**src/pab_pkg.sv**
```systemverilog
// package: register map, field layout and carriers of the auto-negotiation page registers
package pab_pkg;

    // ==========================================================
    // widths and address layout
    localparam int PAB_DW = 16;
    localparam int PAB_AW = 16;
    localparam int PAB_PORT_LSB = 12;
    localparam int PAB_PORT_W = 4;
    localparam int PAB_NUM_PORTS = 4;
    localparam logic [11:0] PAB_LOCAL_MASK = 12'hFFF;

    // ==========================================================
    // register offsets (port 1 copy; the top nibble picks the port)
    localparam logic [15:0] OFS_BASIC_STATUS = 16'h1102;
    localparam logic [15:0] OFS_ADVERTISE = 16'h1108;
    localparam logic [15:0] OFS_PARTNER_BASE = 16'h110A;
    localparam logic [15:0] OFS_EXPANSION = 16'h110C;
    localparam logic [15:0] OFS_NEXT_PAGE = 16'h110E;

    // ==========================================================
    // advertisement fields
    localparam int ADV_NP_BIT = 15;
    localparam int ADV_RF_BIT = 13;
    localparam int ADV_PAUSE_LSB = 10;
    localparam int ADV_T4_BIT = 9;
    localparam int ADV_SEL_LSB = 0;
    localparam int ADV_PAUSE_W = 2;
    localparam int ADV_TECH_LSB = 5;
    localparam int ADV_TECH_W = 4;
    localparam int ADV_SEL_W = 5;
    localparam logic [15:0] ADV_WR_MASK = 16'hADFF;
    localparam logic [15:0] ADV_RST = 16'h05E1;
    localparam logic [1:0] PAUSE_NONE = 2'h0;
    localparam logic [1:0] PAUSE_SYM = 2'h1;
    localparam logic [1:0] PAUSE_ASYM_PARTNER = 2'h2;
    localparam logic [1:0] PAUSE_BOTH_LOCAL = 2'h3;

    // ==========================================================
    // partner base page fields
    localparam int LPA_NP_BIT = 15;
    localparam int LPA_ACK_BIT = 14;
    localparam int LPA_RF_BIT = 13;

    // ==========================================================
    // expansion status fields
    localparam int EXP_PD_FAULT_BIT = 4;
    localparam int EXP_LP_NP_BIT = 3;
    localparam int EXP_NP_ABLE_BIT = 2;
    localparam int EXP_PAGE_RX_BIT = 1;
    localparam int EXP_LP_AN_BIT = 0;

    // ==========================================================
    // next page fields
    localparam int NP_MORE_BIT = 15;
    localparam int NP_MSG_BIT = 13;
    localparam int NP_ACK2_BIT = 12;
    localparam int NP_TOGGLE_BIT = 11;
    localparam int NP_FIELD_LSB = 0;
    localparam int NP_FIELD_W = 11;
    localparam logic [15:0] NP_WR_MASK = 16'hB7FF;
    localparam logic [15:0] NP_RST = 16'h2001;

    // ==========================================================
    // basic status: fixed ability bits and the live completion bit
    localparam logic [15:0] BSTAT_FIXED = 16'h7849;
    localparam int BSTAT_AN_DONE_BIT = 5;

    // ==========================================================
    // carriers
    typedef struct packed {
        logic rd;
        logic wr;
        logic [15:0] addr;
        logic [15:0] wdata;
    } pab_req_t;

    typedef struct packed {
        logic [15:0] lp_base;
        logic page_rx;
        logic pd_fault;
        logic lp_an_able;
        logic an_complete;
        logic np_sent;
    } pab_link_in_t;

    typedef struct packed {
        logic [15:0] adv_word;
        logic [15:0] np_word;
    } pab_link_out_t;

endpackage : pab_pkg
```
**src/pab_lh_flag.sv**
```systemverilog
// latched-high status flag: set by an event, cleared by a read
`timescale 1ns/1ps
`default_nettype none

module pab_latched_high_flag (
    input wire logic i_sys_clk,
    input wire logic i_srst,
    input wire logic i_set,
    input wire logic i_rd_clr,
    output logic o_flag
);

    // ==========================================================
    // flag
    logic flag;
    logic next_flag;

    // set beats a clear in the same cycle so no event is lost
    always_comb begin
        next_flag = flag;
        if (i_rd_clr) begin
            next_flag = 1'b0;
        end
        if (i_set) begin
            next_flag = 1'b1;
        end
    end

    always_ff @(posedge i_sys_clk) begin
        if (i_srst) begin
            flag <= 1'b0;
        end else begin
            flag <= next_flag;
        end
    end

    assign o_flag = flag;

endmodule : pab_latched_high_flag

`default_nettype wire

```
**src/pab_page_regs.sv**
```systemverilog
// per-port auto-negotiation page registers behind the management access port
//
// What this block does
// - advertisement bit 15 is writable next-page capability, reset zero
// - advertisement bit 13 is writable remote-fault capability; bits 14, 12 read zero
// - advertisement pause field 11:10 writable, resets to symmetric pause code 01
// - advertisement bit 9 (T4 ability) is read-only and always zero
// - bits 8:5 writable resetting to one; selector 4:0 writable resetting to 00001
// - partner register read-only, shows received base page; bit 14 marks word received
// - partner register bit 13 shows partner-signalled remote fault
// - expansion bit 4 latches parallel-detection fault until read
// - expansion bit 3 reports partner next-page capability
// - expansion bit 2 is read-only constant one
// - expansion bit 1 latches new page received until read
// - expansion bit 0 shows partner auto-negotiation ability; bits 15:5 read zero
// - next-page bit 15 writable, reset zero, marks more pages follow
// - next-page bit 13 message/unformatted resets one; message field 10:0 resets 0x001
// - next-page bit 12 writable, reset zero, will-comply acknowledge
// - next-page bit 11 read-only toggle of the previous transmitted word, reset zero
// - basic status bit 5 reports auto-negotiation complete
`timescale 1ns/1ps
`default_nettype none

module pab_page_regs #(
    parameter int NUM_PORTS = pab_pkg::PAB_NUM_PORTS
) (
    input wire logic i_sys_clk,
    input wire logic i_srst,
    input wire pab_pkg::pab_req_t i_req,
    input wire pab_pkg::pab_link_in_t [NUM_PORTS-1:0] i_link,
    output logic [15:0] o_reg_rdata,
    output logic o_reg_ack,
    output logic o_reg_hit,
    output pab_pkg::pab_link_out_t [NUM_PORTS-1:0] o_link,
    output logic [NUM_PORTS-1:0] o_an_complete
);
    import pab_pkg::*;

    // ==========================================================
    // parameter check
    // the port field is one nibble and port numbers start at one
    if (NUM_PORTS < 1 || NUM_PORTS > 15) begin : gen_bad_ports
        $error("pab_page_regs: NUM_PORTS must be 1 to 15");
    end

    // ==========================================================
    // address decode
    logic [PAB_PORT_W-1:0] port_nib;
    logic [11:0] local_ofs;
    logic odd_addr;
    logic is_bstat;
    logic is_adv;
    logic is_lpa;
    logic is_exp;
    logic is_np;
    logic [NUM_PORTS-1:0] port_sel;
    logic any_reg;

    assign port_nib = i_req.addr[PAB_PORT_LSB +: PAB_PORT_W];
    assign local_ofs = i_req.addr[11:0];
    // a register is reached at its even byte address only
    assign odd_addr = i_req.addr[0];

    assign is_bstat = (local_ofs == (OFS_BASIC_STATUS[11:0] & PAB_LOCAL_MASK));
    assign is_adv = (local_ofs == (OFS_ADVERTISE[11:0] & PAB_LOCAL_MASK));
    assign is_lpa = (local_ofs == (OFS_PARTNER_BASE[11:0] & PAB_LOCAL_MASK));
    assign is_exp = (local_ofs == (OFS_EXPANSION[11:0] & PAB_LOCAL_MASK));
    assign is_np = (local_ofs == (OFS_NEXT_PAGE[11:0] & PAB_LOCAL_MASK));

    assign any_reg = !odd_addr && (is_bstat || is_adv || is_lpa || is_exp || is_np);

    // port N sits at nibble N, so port index p answers to nibble p+1
    genvar gp;
    generate
        for (gp = 0; gp < NUM_PORTS; gp++) begin : gen_sel
            localparam logic [PAB_PORT_W-1:0] NIB = PAB_PORT_W'(gp + 1);
            assign port_sel[gp] = any_reg && (port_nib == NIB);
        end
    endgenerate

    // ==========================================================
    // per-port register copies
    logic [15:0] rd_word [NUM_PORTS];

    generate
        for (gp = 0; gp < NUM_PORTS; gp++) begin : gen_port

            logic wr_adv;
            logic wr_np;
            logic rd_exp;
            logic adv_np;
            logic adv_rf;
            logic [ADV_PAUSE_W-1:0] adv_pause;
            logic [ADV_TECH_W-1:0] adv_tech;
            logic [ADV_SEL_W-1:0] adv_sel;
            logic [15:0] adv;
            logic np_more;
            logic np_msg;
            logic np_ack2;
            logic [NP_FIELD_W-1:0] np_field;
            logic toggle;
            logic [15:0] lp_base;
            logic lp_an_able;
            logic an_done;
            logic pd_fault_flag;
            logic page_rx_flag;
            logic [15:0] exp_word;
            logic [15:0] np_word;
            logic [15:0] bstat_word;

            assign wr_adv = i_req.wr && port_sel[gp] && is_adv;
            assign wr_np = i_req.wr && port_sel[gp] && is_np;
            assign rd_exp = i_req.rd && port_sel[gp] && is_exp;

            // ------------------------------------------------------
            // advertisement: one flop group per field; T4 and reserved bits have none
            always_ff @(posedge i_sys_clk) begin
                if (i_srst) begin
                    adv_np <= ADV_RST[ADV_NP_BIT];
                end else if (wr_adv) begin
                    adv_np <= i_req.wdata[ADV_NP_BIT];
                end
            end

            always_ff @(posedge i_sys_clk) begin
                if (i_srst) begin
                    adv_rf <= ADV_RST[ADV_RF_BIT];
                end else if (wr_adv) begin
                    adv_rf <= i_req.wdata[ADV_RF_BIT];
                end
            end

            always_ff @(posedge i_sys_clk) begin
                if (i_srst) begin
                    adv_pause <= ADV_RST[ADV_PAUSE_LSB +: ADV_PAUSE_W];
                end else if (wr_adv) begin
                    adv_pause <= i_req.wdata[ADV_PAUSE_LSB +: ADV_PAUSE_W];
                end
            end

            always_ff @(posedge i_sys_clk) begin
                if (i_srst) begin
                    adv_tech <= ADV_RST[ADV_TECH_LSB +: ADV_TECH_W];
                end else if (wr_adv) begin
                    adv_tech <= i_req.wdata[ADV_TECH_LSB +: ADV_TECH_W];
                end
            end

            always_ff @(posedge i_sys_clk) begin
                if (i_srst) begin
                    adv_sel <= ADV_RST[ADV_SEL_LSB +: ADV_SEL_W];
                end else if (wr_adv) begin
                    adv_sel <= i_req.wdata[ADV_SEL_LSB +: ADV_SEL_W];
                end
            end

            // bits with no flop read zero, so no write can ever set them
            always_comb begin
                adv = 16'h0000;
                adv[ADV_NP_BIT] = adv_np;
                adv[ADV_RF_BIT] = adv_rf;
                adv[ADV_PAUSE_LSB +: ADV_PAUSE_W] = adv_pause;
                adv[ADV_TECH_LSB +: ADV_TECH_W] = adv_tech;
                adv[ADV_SEL_LSB +: ADV_SEL_W] = adv_sel;
            end

            // ------------------------------------------------------
            // next page: writable fields, one flop group each
            always_ff @(posedge i_sys_clk) begin
                if (i_srst) begin
                    np_more <= NP_RST[NP_MORE_BIT];
                end else if (wr_np) begin
                    np_more <= i_req.wdata[NP_MORE_BIT];
                end
            end

            always_ff @(posedge i_sys_clk) begin
                if (i_srst) begin
                    np_msg <= NP_RST[NP_MSG_BIT];
                end else if (wr_np) begin
                    np_msg <= i_req.wdata[NP_MSG_BIT];
                end
            end

            always_ff @(posedge i_sys_clk) begin
                if (i_srst) begin
                    np_ack2 <= NP_RST[NP_ACK2_BIT];
                end else if (wr_np) begin
                    np_ack2 <= i_req.wdata[NP_ACK2_BIT];
                end
            end

            always_ff @(posedge i_sys_clk) begin
                if (i_srst) begin
                    np_field <= NP_RST[NP_FIELD_LSB +: NP_FIELD_W];
                end else if (wr_np) begin
                    np_field <= i_req.wdata[NP_FIELD_LSB +: NP_FIELD_W];
                end
            end

            // ------------------------------------------------------
            // toggle flips after each next page leaves; software cannot write it
            always_ff @(posedge i_sys_clk) begin
                if (i_srst) begin
                    toggle <= 1'b0;
                end else if (i_link[gp].np_sent) begin
                    toggle <= ~toggle;
                end
            end

            // ------------------------------------------------------
            // partner state sampled from the negotiation engine
            // one cycle of latency keeps the read mux off the link inputs
            always_ff @(posedge i_sys_clk) begin
                if (i_srst) begin
                    lp_base <= 16'h0000;
                end else begin
                    lp_base <= i_link[gp].lp_base;
                end
            end

            always_ff @(posedge i_sys_clk) begin
                if (i_srst) begin
                    lp_an_able <= 1'b0;
                end else begin
                    lp_an_able <= i_link[gp].lp_an_able;
                end
            end

            always_ff @(posedge i_sys_clk) begin
                if (i_srst) begin
                    an_done <= 1'b0;
                end else begin
                    an_done <= i_link[gp].an_complete;
                end
            end

            // ------------------------------------------------------
            // latched-high flags, cleared by a read of the expansion word
            pab_latched_high_flag u_pd_fault (
                .i_sys_clk(i_sys_clk),
                .i_srst(i_srst),
                .i_set(i_link[gp].pd_fault),
                .i_rd_clr(rd_exp),
                .o_flag(pd_fault_flag)
            );

            pab_latched_high_flag u_page_rx (
                .i_sys_clk(i_sys_clk),
                .i_srst(i_srst),
                .i_set(i_link[gp].page_rx),
                .i_rd_clr(rd_exp),
                .o_flag(page_rx_flag)
            );

            // ------------------------------------------------------
            // read words
            always_comb begin
                exp_word = 16'h0000;
                exp_word[EXP_PD_FAULT_BIT] = pd_fault_flag;
                exp_word[EXP_LP_NP_BIT] = lp_base[LPA_NP_BIT];
                exp_word[EXP_NP_ABLE_BIT] = 1'b1;
                exp_word[EXP_PAGE_RX_BIT] = page_rx_flag;
                exp_word[EXP_LP_AN_BIT] = lp_an_able;
            end

            // reserved bit 14 has no flop and reads zero
            always_comb begin
                np_word = 16'h0000;
                np_word[NP_MORE_BIT] = np_more;
                np_word[NP_MSG_BIT] = np_msg;
                np_word[NP_ACK2_BIT] = np_ack2;
                np_word[NP_TOGGLE_BIT] = toggle;
                np_word[NP_FIELD_LSB +: NP_FIELD_W] = np_field;
            end

            always_comb begin
                bstat_word = BSTAT_FIXED;
                bstat_word[BSTAT_AN_DONE_BIT] = an_done;
            end

            always_comb begin
                rd_word[gp] = 16'h0000;
                if (is_adv) begin
                    rd_word[gp] = adv;
                end else if (is_lpa) begin
                    rd_word[gp] = lp_base;
                end else if (is_exp) begin
                    rd_word[gp] = exp_word;
                end else if (is_np) begin
                    rd_word[gp] = np_word;
                end else if (is_bstat) begin
                    rd_word[gp] = bstat_word;
                end
            end

            // ------------------------------------------------------
            // words driven toward the line side come straight from flops
            assign o_link[gp].adv_word = adv;
            assign o_link[gp].np_word = np_word;
            assign o_an_complete[gp] = an_done;
        end
    endgenerate

    // ==========================================================
    // read data mux
    logic [15:0] next_rdata;

    // port_sel is one-hot, so an OR over the gated words picks one port
    always_comb begin
        next_rdata = 16'h0000;
        for (int p = 0; p < NUM_PORTS; p++) begin
            if (port_sel[p]) begin
                next_rdata = next_rdata | rd_word[p];
            end
        end
    end

    // ==========================================================
    // answer
    // every request is answered one cycle later, mapped or not;
    // unmapped reads return zero and unmapped writes are dropped
    logic [15:0] rdata;
    logic ack;
    logic hit;

    always_ff @(posedge i_sys_clk) begin
        if (i_srst) begin
            rdata <= 16'h0000;
        end else if (i_req.rd) begin
            rdata <= next_rdata;
        end
    end

    always_ff @(posedge i_sys_clk) begin
        if (i_srst) begin
            ack <= 1'b0;
            hit <= 1'b0;
        end else begin
            ack <= i_req.rd || i_req.wr;
            hit <= (i_req.rd || i_req.wr) && (|port_sel);
        end
    end

    assign o_reg_rdata = rdata;
    assign o_reg_ack = ack;
    assign o_reg_hit = hit;

endmodule : pab_page_regs

`default_nettype wire

```
**config.mk**
```make
export PLATFORM = sky130hd
export DESIGN_NAME = pab_page_regs
export DESIGN_NICKNAME = d
export VERILOG_FILES = /design/src/pab_pkg.sv /design/src/pab_lh_flag.sv /design/src/pab_page_regs.sv
export SDC_FILE = /design/constraint.sdc
export NUM_CORES = 1
export LEC_CHECK = 0
export BUFFER_PORTS_ARGS = -buffer_cell sky130_fd_sc_hd__buf_2
export CORE_MARGIN = 2
export CORE_UTILIZATION = 40
export CTS_BUF_LIST = sky130_fd_sc_hd__clkbuf_2
export DETAILED_ROUTE_END_ITERATION = 10
export PLACE_DENSITY = 0.66
export SLEW_MARGIN = 20
export SYNTH_ARGS = -nofsm -noshare
export SYNTH_HDL_FRONTEND = slang
export SYNTH_SLANG_ARGS = --single-unit
```
**constraint.sdc**
```tcl
create_clock -name i_sys_clk -period 3.5 [get_ports i_sys_clk]
set_input_delay 0.175 -clock i_sys_clk [delete_from_list [all_inputs] [get_ports i_sys_clk]]
set_output_delay 0.175 -clock i_sys_clk [all_outputs]
set_load 0.02 [all_outputs]
```
# == Word-level counts from Yosys, hierarchy flattened ==
# Cells that the tools add are included.
# word_totals
reg_bits,210
in_bits,120
output_inout_bits,150
wordCells,156
# classes
n_eq_ne,9
muxes,36
bitwise_logic,7
n_reduce_logical,41
# ops
operator,count
$mux 16,20
$eq 12x9->1 const B,5
$mux 15,4
$or 16x16->16,3
$logic_and 1x1->1,26
$reduce_bool 2->1,8
$mux 1,12
$eq 4x2->1 const B,2
$logic_or 1x1->1,5
$eq 4x1->1 const B,1
$eq 4x3->1 const B,1
$not 1->1,4
$reduce_or 4->1,1
$logic_not 1->1,1

# == Logic depth before layout (Yosys ltp) ==
# logic_depth
depth_word,14
ltp_mapped,9
depth_no_buf,6

# == Hierarchy ==
# Synthesis repeated with hierarchy kept, for this count alone.
# hier_totals
hier_cells,1141
area_unflattened_um2,9327.7
# modules_own_cells
mod,instances,cells_each,area_per_inst_um2,seq_area_each_um2
pab_page_regs,1,1109,9017.4,4043.9
pab_latched_high_flag,8,4,38.8,20.0

# == Least setup slack after synthesis ==
# Ideal clock, no wire load.
# synth_timing
kind,input-to-reg
from,input port i_req[25] in the netlist's numbering
to,"register rdata[15], in the netlist o_reg_rdata[15]"
setup_ns,0.120
t_arrival_ns,2.088
required_ns,3.380
setup_slack_ns,1.292
path_stages,8
n_path_buf,2
cell_sequence,or4b_1 > buf_6 > or3_4 > buf_6 > or3_1 > o211ai_2 > a21oi_1 > o31a_1
# synth_between
elab_chain_cells,14
elab_cells_between_ends,37
cone_classes,eq/ne (5); mux (20); bitwise (3); reduce/logical (9)
# synth_rtl
element,line_no,rtl
"start, declared",pab_page_regs.sv:29,"input wire pab_pkg::pab_req_t i_req,"
"parallel branches: the longest is 13 deep, another holds $mux 16",n/a,
$mux 16 *,pab_page_regs.sv:313,if (port_sel[p]) begin
"end signal, assigned",pab_page_regs.sv:331,rdata <= next_rdata;
"end, declared",pab_page_regs.sv:323,logic [15:0] rdata;
# Every way passes the cells marked *.
# A chain may end at the register's enable or synchronous reset.

# == Final worst setup path ==
# layout_timing
from,input port i_req[22] in the netlist's numbering
to,register gen_port[1].np_field[9]
# layout_between
elab_chain_cells,9
elab_cells_between_ends,13
cone_classes,eq/ne (5); reduce/logical (8)
# layout_rtl
element,line_no,rtl
"$eq 12x9->1, on equally long branches","pab_page_regs.sv:64, pab_page_regs.sv:65",
$logic_or 1x1->1 (4 in series),pab_page_regs.sv:70,assign any_reg = !odd_addr && (is_bstat || is_adv || is_lpa || is_exp || is_np);
$logic_and 1x1->1,pab_page_regs.sv:70,
$logic_and 1x1->1,pab_page_regs.sv:77,assign port_sel[gp] = any_reg && (port_nib == NIB);
$logic_and 1x1->1,pab_page_regs.sv:112,assign wr_np = i_req.wr && port_sel[gp] && is_np;
$logic_and 1x1->1 *,pab_page_regs.sv:112,
"end signal, assigned",pab_page_regs.sv:195,np_field <= NP_RST[NP_FIELD_LSB +: NP_FIELD_W];
"end signal, assigned",pab_page_regs.sv:197,np_field <= i_req.wdata[NP_FIELD_LSB +: NP_FIELD_W];
"end, declared",pab_page_regs.sv:100,logic [NP_FIELD_W-1:0] np_field;
# Mark *: on every way between the ends. The rest lies on a longest branch, timed or not.

==> results.txt <==
status: finished, final reports clean
Crit path top cell by count: dlygate4sd3_1
Reg2Reg Setup Slack: 1.99 ns
combinational power share: 12.4%
row cnt: 55
Unique masters post-synth: 71
Num CTS Buffers: 54
CP max stage delay: 0.66 ns
commonest non-fill, non-tap cell in the layout: buf_2
clock sink total: 210
Power Total: 4.633 mW
Synth Flop Type: dfxtp_1
fin crit share: 93.99%
hpwl dp: 23020 um
maximum clock insertion buffer count: 3
Crit path buffers/inverters: 5
reg2reg end: o_reg_rdata[13]
RSZ-0062 raised after global routing: no
Slew @ Worst Pin: 0.8846 ns
drt drc: 0
flops & latches, synth: 210
# IOs: 270
sequential fraction of the synthesis area: 45.14%
clock share of power: 34.0%
Reg clk slew, reported paths: 0.12 ns
crit start category: input pin
Final Hold Viols: 0
internal power: 3.272 mW
Critical Path End: gen_port[1].np_field[9]
gr usage total: 28.21%
Tmin final: 3.290 ns
area grow syn2layout: 35.78%
Worst Hold Class: input pin to flop
crit path kind: input pin to flop
WL/cell: 19.56 um
top cells by area, synth: dfxtp_1, nand2_1, mux2i_1
Critical-path top delay cell: dlygate4sd3_1
Final Slew Violations: 0
dpl ws: 0.4576 ns
die height: 156.6 um
final hold slack: 0.07236 ns
Fin Setup TNS: 0 ns
post-layout worst setup margin: 0.2103 ns
Max Cap Viol: 0
initial core utilization: 40.88%
RePlAce Congestion: 0.8700
fmax: 304.0 MHz
switching power: 1.362 mW
DR vias/cell: 5.236
IO Port Bufs: 252
Post-Synthesis Cells: 1091
Reg area: 4204 um2
initial antenna violation count: 1
peak supply drop: 0.0002517 V
slew margin rel.: 40.81%
sequential share of power: 53.6%
crit path launch: i_req[22]
sw frac: 29.39%
Synth area leader: dfxtp_1
Reg2Reg Depth: 5
crit path DAT: 4.10 ns
reg-to-reg critical path startpoint: gen_port[2].adv_rf
DRT Pass-1 Iters: 5
HP Start: i_link[3]
Core Region: 22780 um2
largest net degree at the start of global routing: 101
highest net fanout along the worst path: 10
Post-synth ARST share: 0%
via count: 9556
share of layout cells above drive strength 1: 25.28%
Syn Area/Cell: 8.536 um2
critical path cell sequence: dlygate4sd3_1 -> buf_2 -> or4_4 -> dlygate4sd3_1 -> nor2_2 -> nand3_2 -> nor4_4 -> nand2_1 -> dlygate4sd3_1 -> a21oi_1 -> dlygate4sd3_1
synth warn: 0
DIE AREA: 24520 um2
Max H-tree Level: 2
# fillers: 2094
pwr dens: 366.4 nW/um2
final setup vio count: 0
later-pin clock latency in the skew report: 0.87 ns
post-CTS setup buffers: 0
Die X-Extent: 156.6 um
Yosys top cell area share: 45.14%
Top delay family on crit path: buffers and inverters
number of flops mapped to enable cells by yosys: 0
Layout Nets: 1596
final WL: 35690 um
Leak: 5.365 nW
global route overflow: 0
first-pass GRT wire length: 52640 um
most frequent cells in the layout: buf_2, dfxtp_1, nand2_1
Antenna Nets Post-Route: 0
fin util: 55.51%
Crit. path cell count: 11
CP endpoint kind: flop
CTS tree: done
Final Skew: 0.06768 ns
root buffer cell: clkbuf_2
Mapped Area: 9313 um2
vias in the first global route: 9453
multi-input logic area: 4427 um2
Iter 0 DRT Violations: 683
required time worst endpoint: 4.31 ns
## layout make-up
cell class	count	area share, %
diodes	1	0.01979
well taps	313	3.097
inverters	4	0.1187
multi-input cells	759	35.01
clock buffers	68	2.691
repair buffers	447	25.06
clock inverters	23	0.7520
flip-flops and latches	210	33.25
## cell families (layout without fill, tap and decap cells)
logic type,count (synthesis),count (layout),share of synthesized area [%]
XOR/XNOR,5,5,0.4702
AO/OA/AOI/OAI,213,213,15.16
AND/OR/NAND/NOR,465,465,24.61
multiplexers,60,60,6.516
buffers and inverters,137,542,8.061
flip-flops,210,210,45.14
other,1,17,0.04027
## what timing repair did
action	4_1_cts	5_1_grt
hold endpoints to repair	208	0
resized for setup	0	1
hold buffers	165	0
endpoints found under the setup margin	0	2
## power by group through the flow
| stage | Sequential [mW] | Clock (mW) | Combinational [mW] |
|---|---|---|---|
| finish | 2.48 | 1.57 | 0.576 |
| CTS | 2.48 | 1.61 | 0.562 |
| global placement | 2.54 | 0 | 0.418 |
| detailed placement | 2.54 | 0 | 0.422 |
| floorplan | 2.54 | 0 | 0.279 |
| global route | 2.49 | 1.72 | 0.619 |
## worst min-delay path, cell delays in order
cell and delay (ns):
dlygate4sd3_1 0.52, buf_2 0.10, a21oi_1 0.03, nor2_1 0.07
## worst min path at each step
stage / end / cells past startpoint
2_1_floorplan: gen_port[0].u_page_rx.o_flag / 2
3_3_place_gp: gen_port[3].u_page_rx.o_flag / 3
3_5_place_dp: gen_port[2].lp_an_able / 2
4_1_cts: o_reg_rdata[12] / 4
5_1_grt: gen_port[3].lp_base[8] / 3
6_report: gen_port[0].u_pd_fault.o_flag / 4
## flip-flops by register name, indices dropped and copies added, names as in the netlist, 8 cells and up
name                count
gen_port.adv_pause      8
gen_port.adv_sel       20
gen_port.lp_base       64
gen_port.adv_tech      16
gen_port.np_field      44
o_reg_rdata            16
## synth_stat cells (5+ instances only)
master and n:
dfxtp_1 210, a22oi_1 9, nand2b_1 9, or3_1 5
mux2i_1 55, a211o_1 6, nor3_1 9, nor2_1 117
nand3b_1 29, buf_1 9, o211ai_1 22, buf_6 5
nand2_1 171, nor2b_1 81, xnor2_1 5, o221ai_1 7
o22ai_1 25, buf_2 15, o21ai_0 17, a21oi_1 81
clkbuf_1 56, mux2_2 5, and2_1 5, a211oi_1 6
buf_4 48, nor4_1 6
## stage by stage
stage	cells	area (um2)
global placement	1568	10550
detailed placement	1568	10550
global route	1825	12640
floorplan	1106	9369
finish	1825	12640
CTS	1824	12640
## per-layer routing
layer,global-route usage [%],routed length (um),vias to the layer above
li1,-,-,4473
met1,33.53,14110,4523
met2,49.51,17300,470
met3,5.649,2970,90
met4,11.88,1312,0
met5,0,0,-
(Power assumes the default switching activity.)
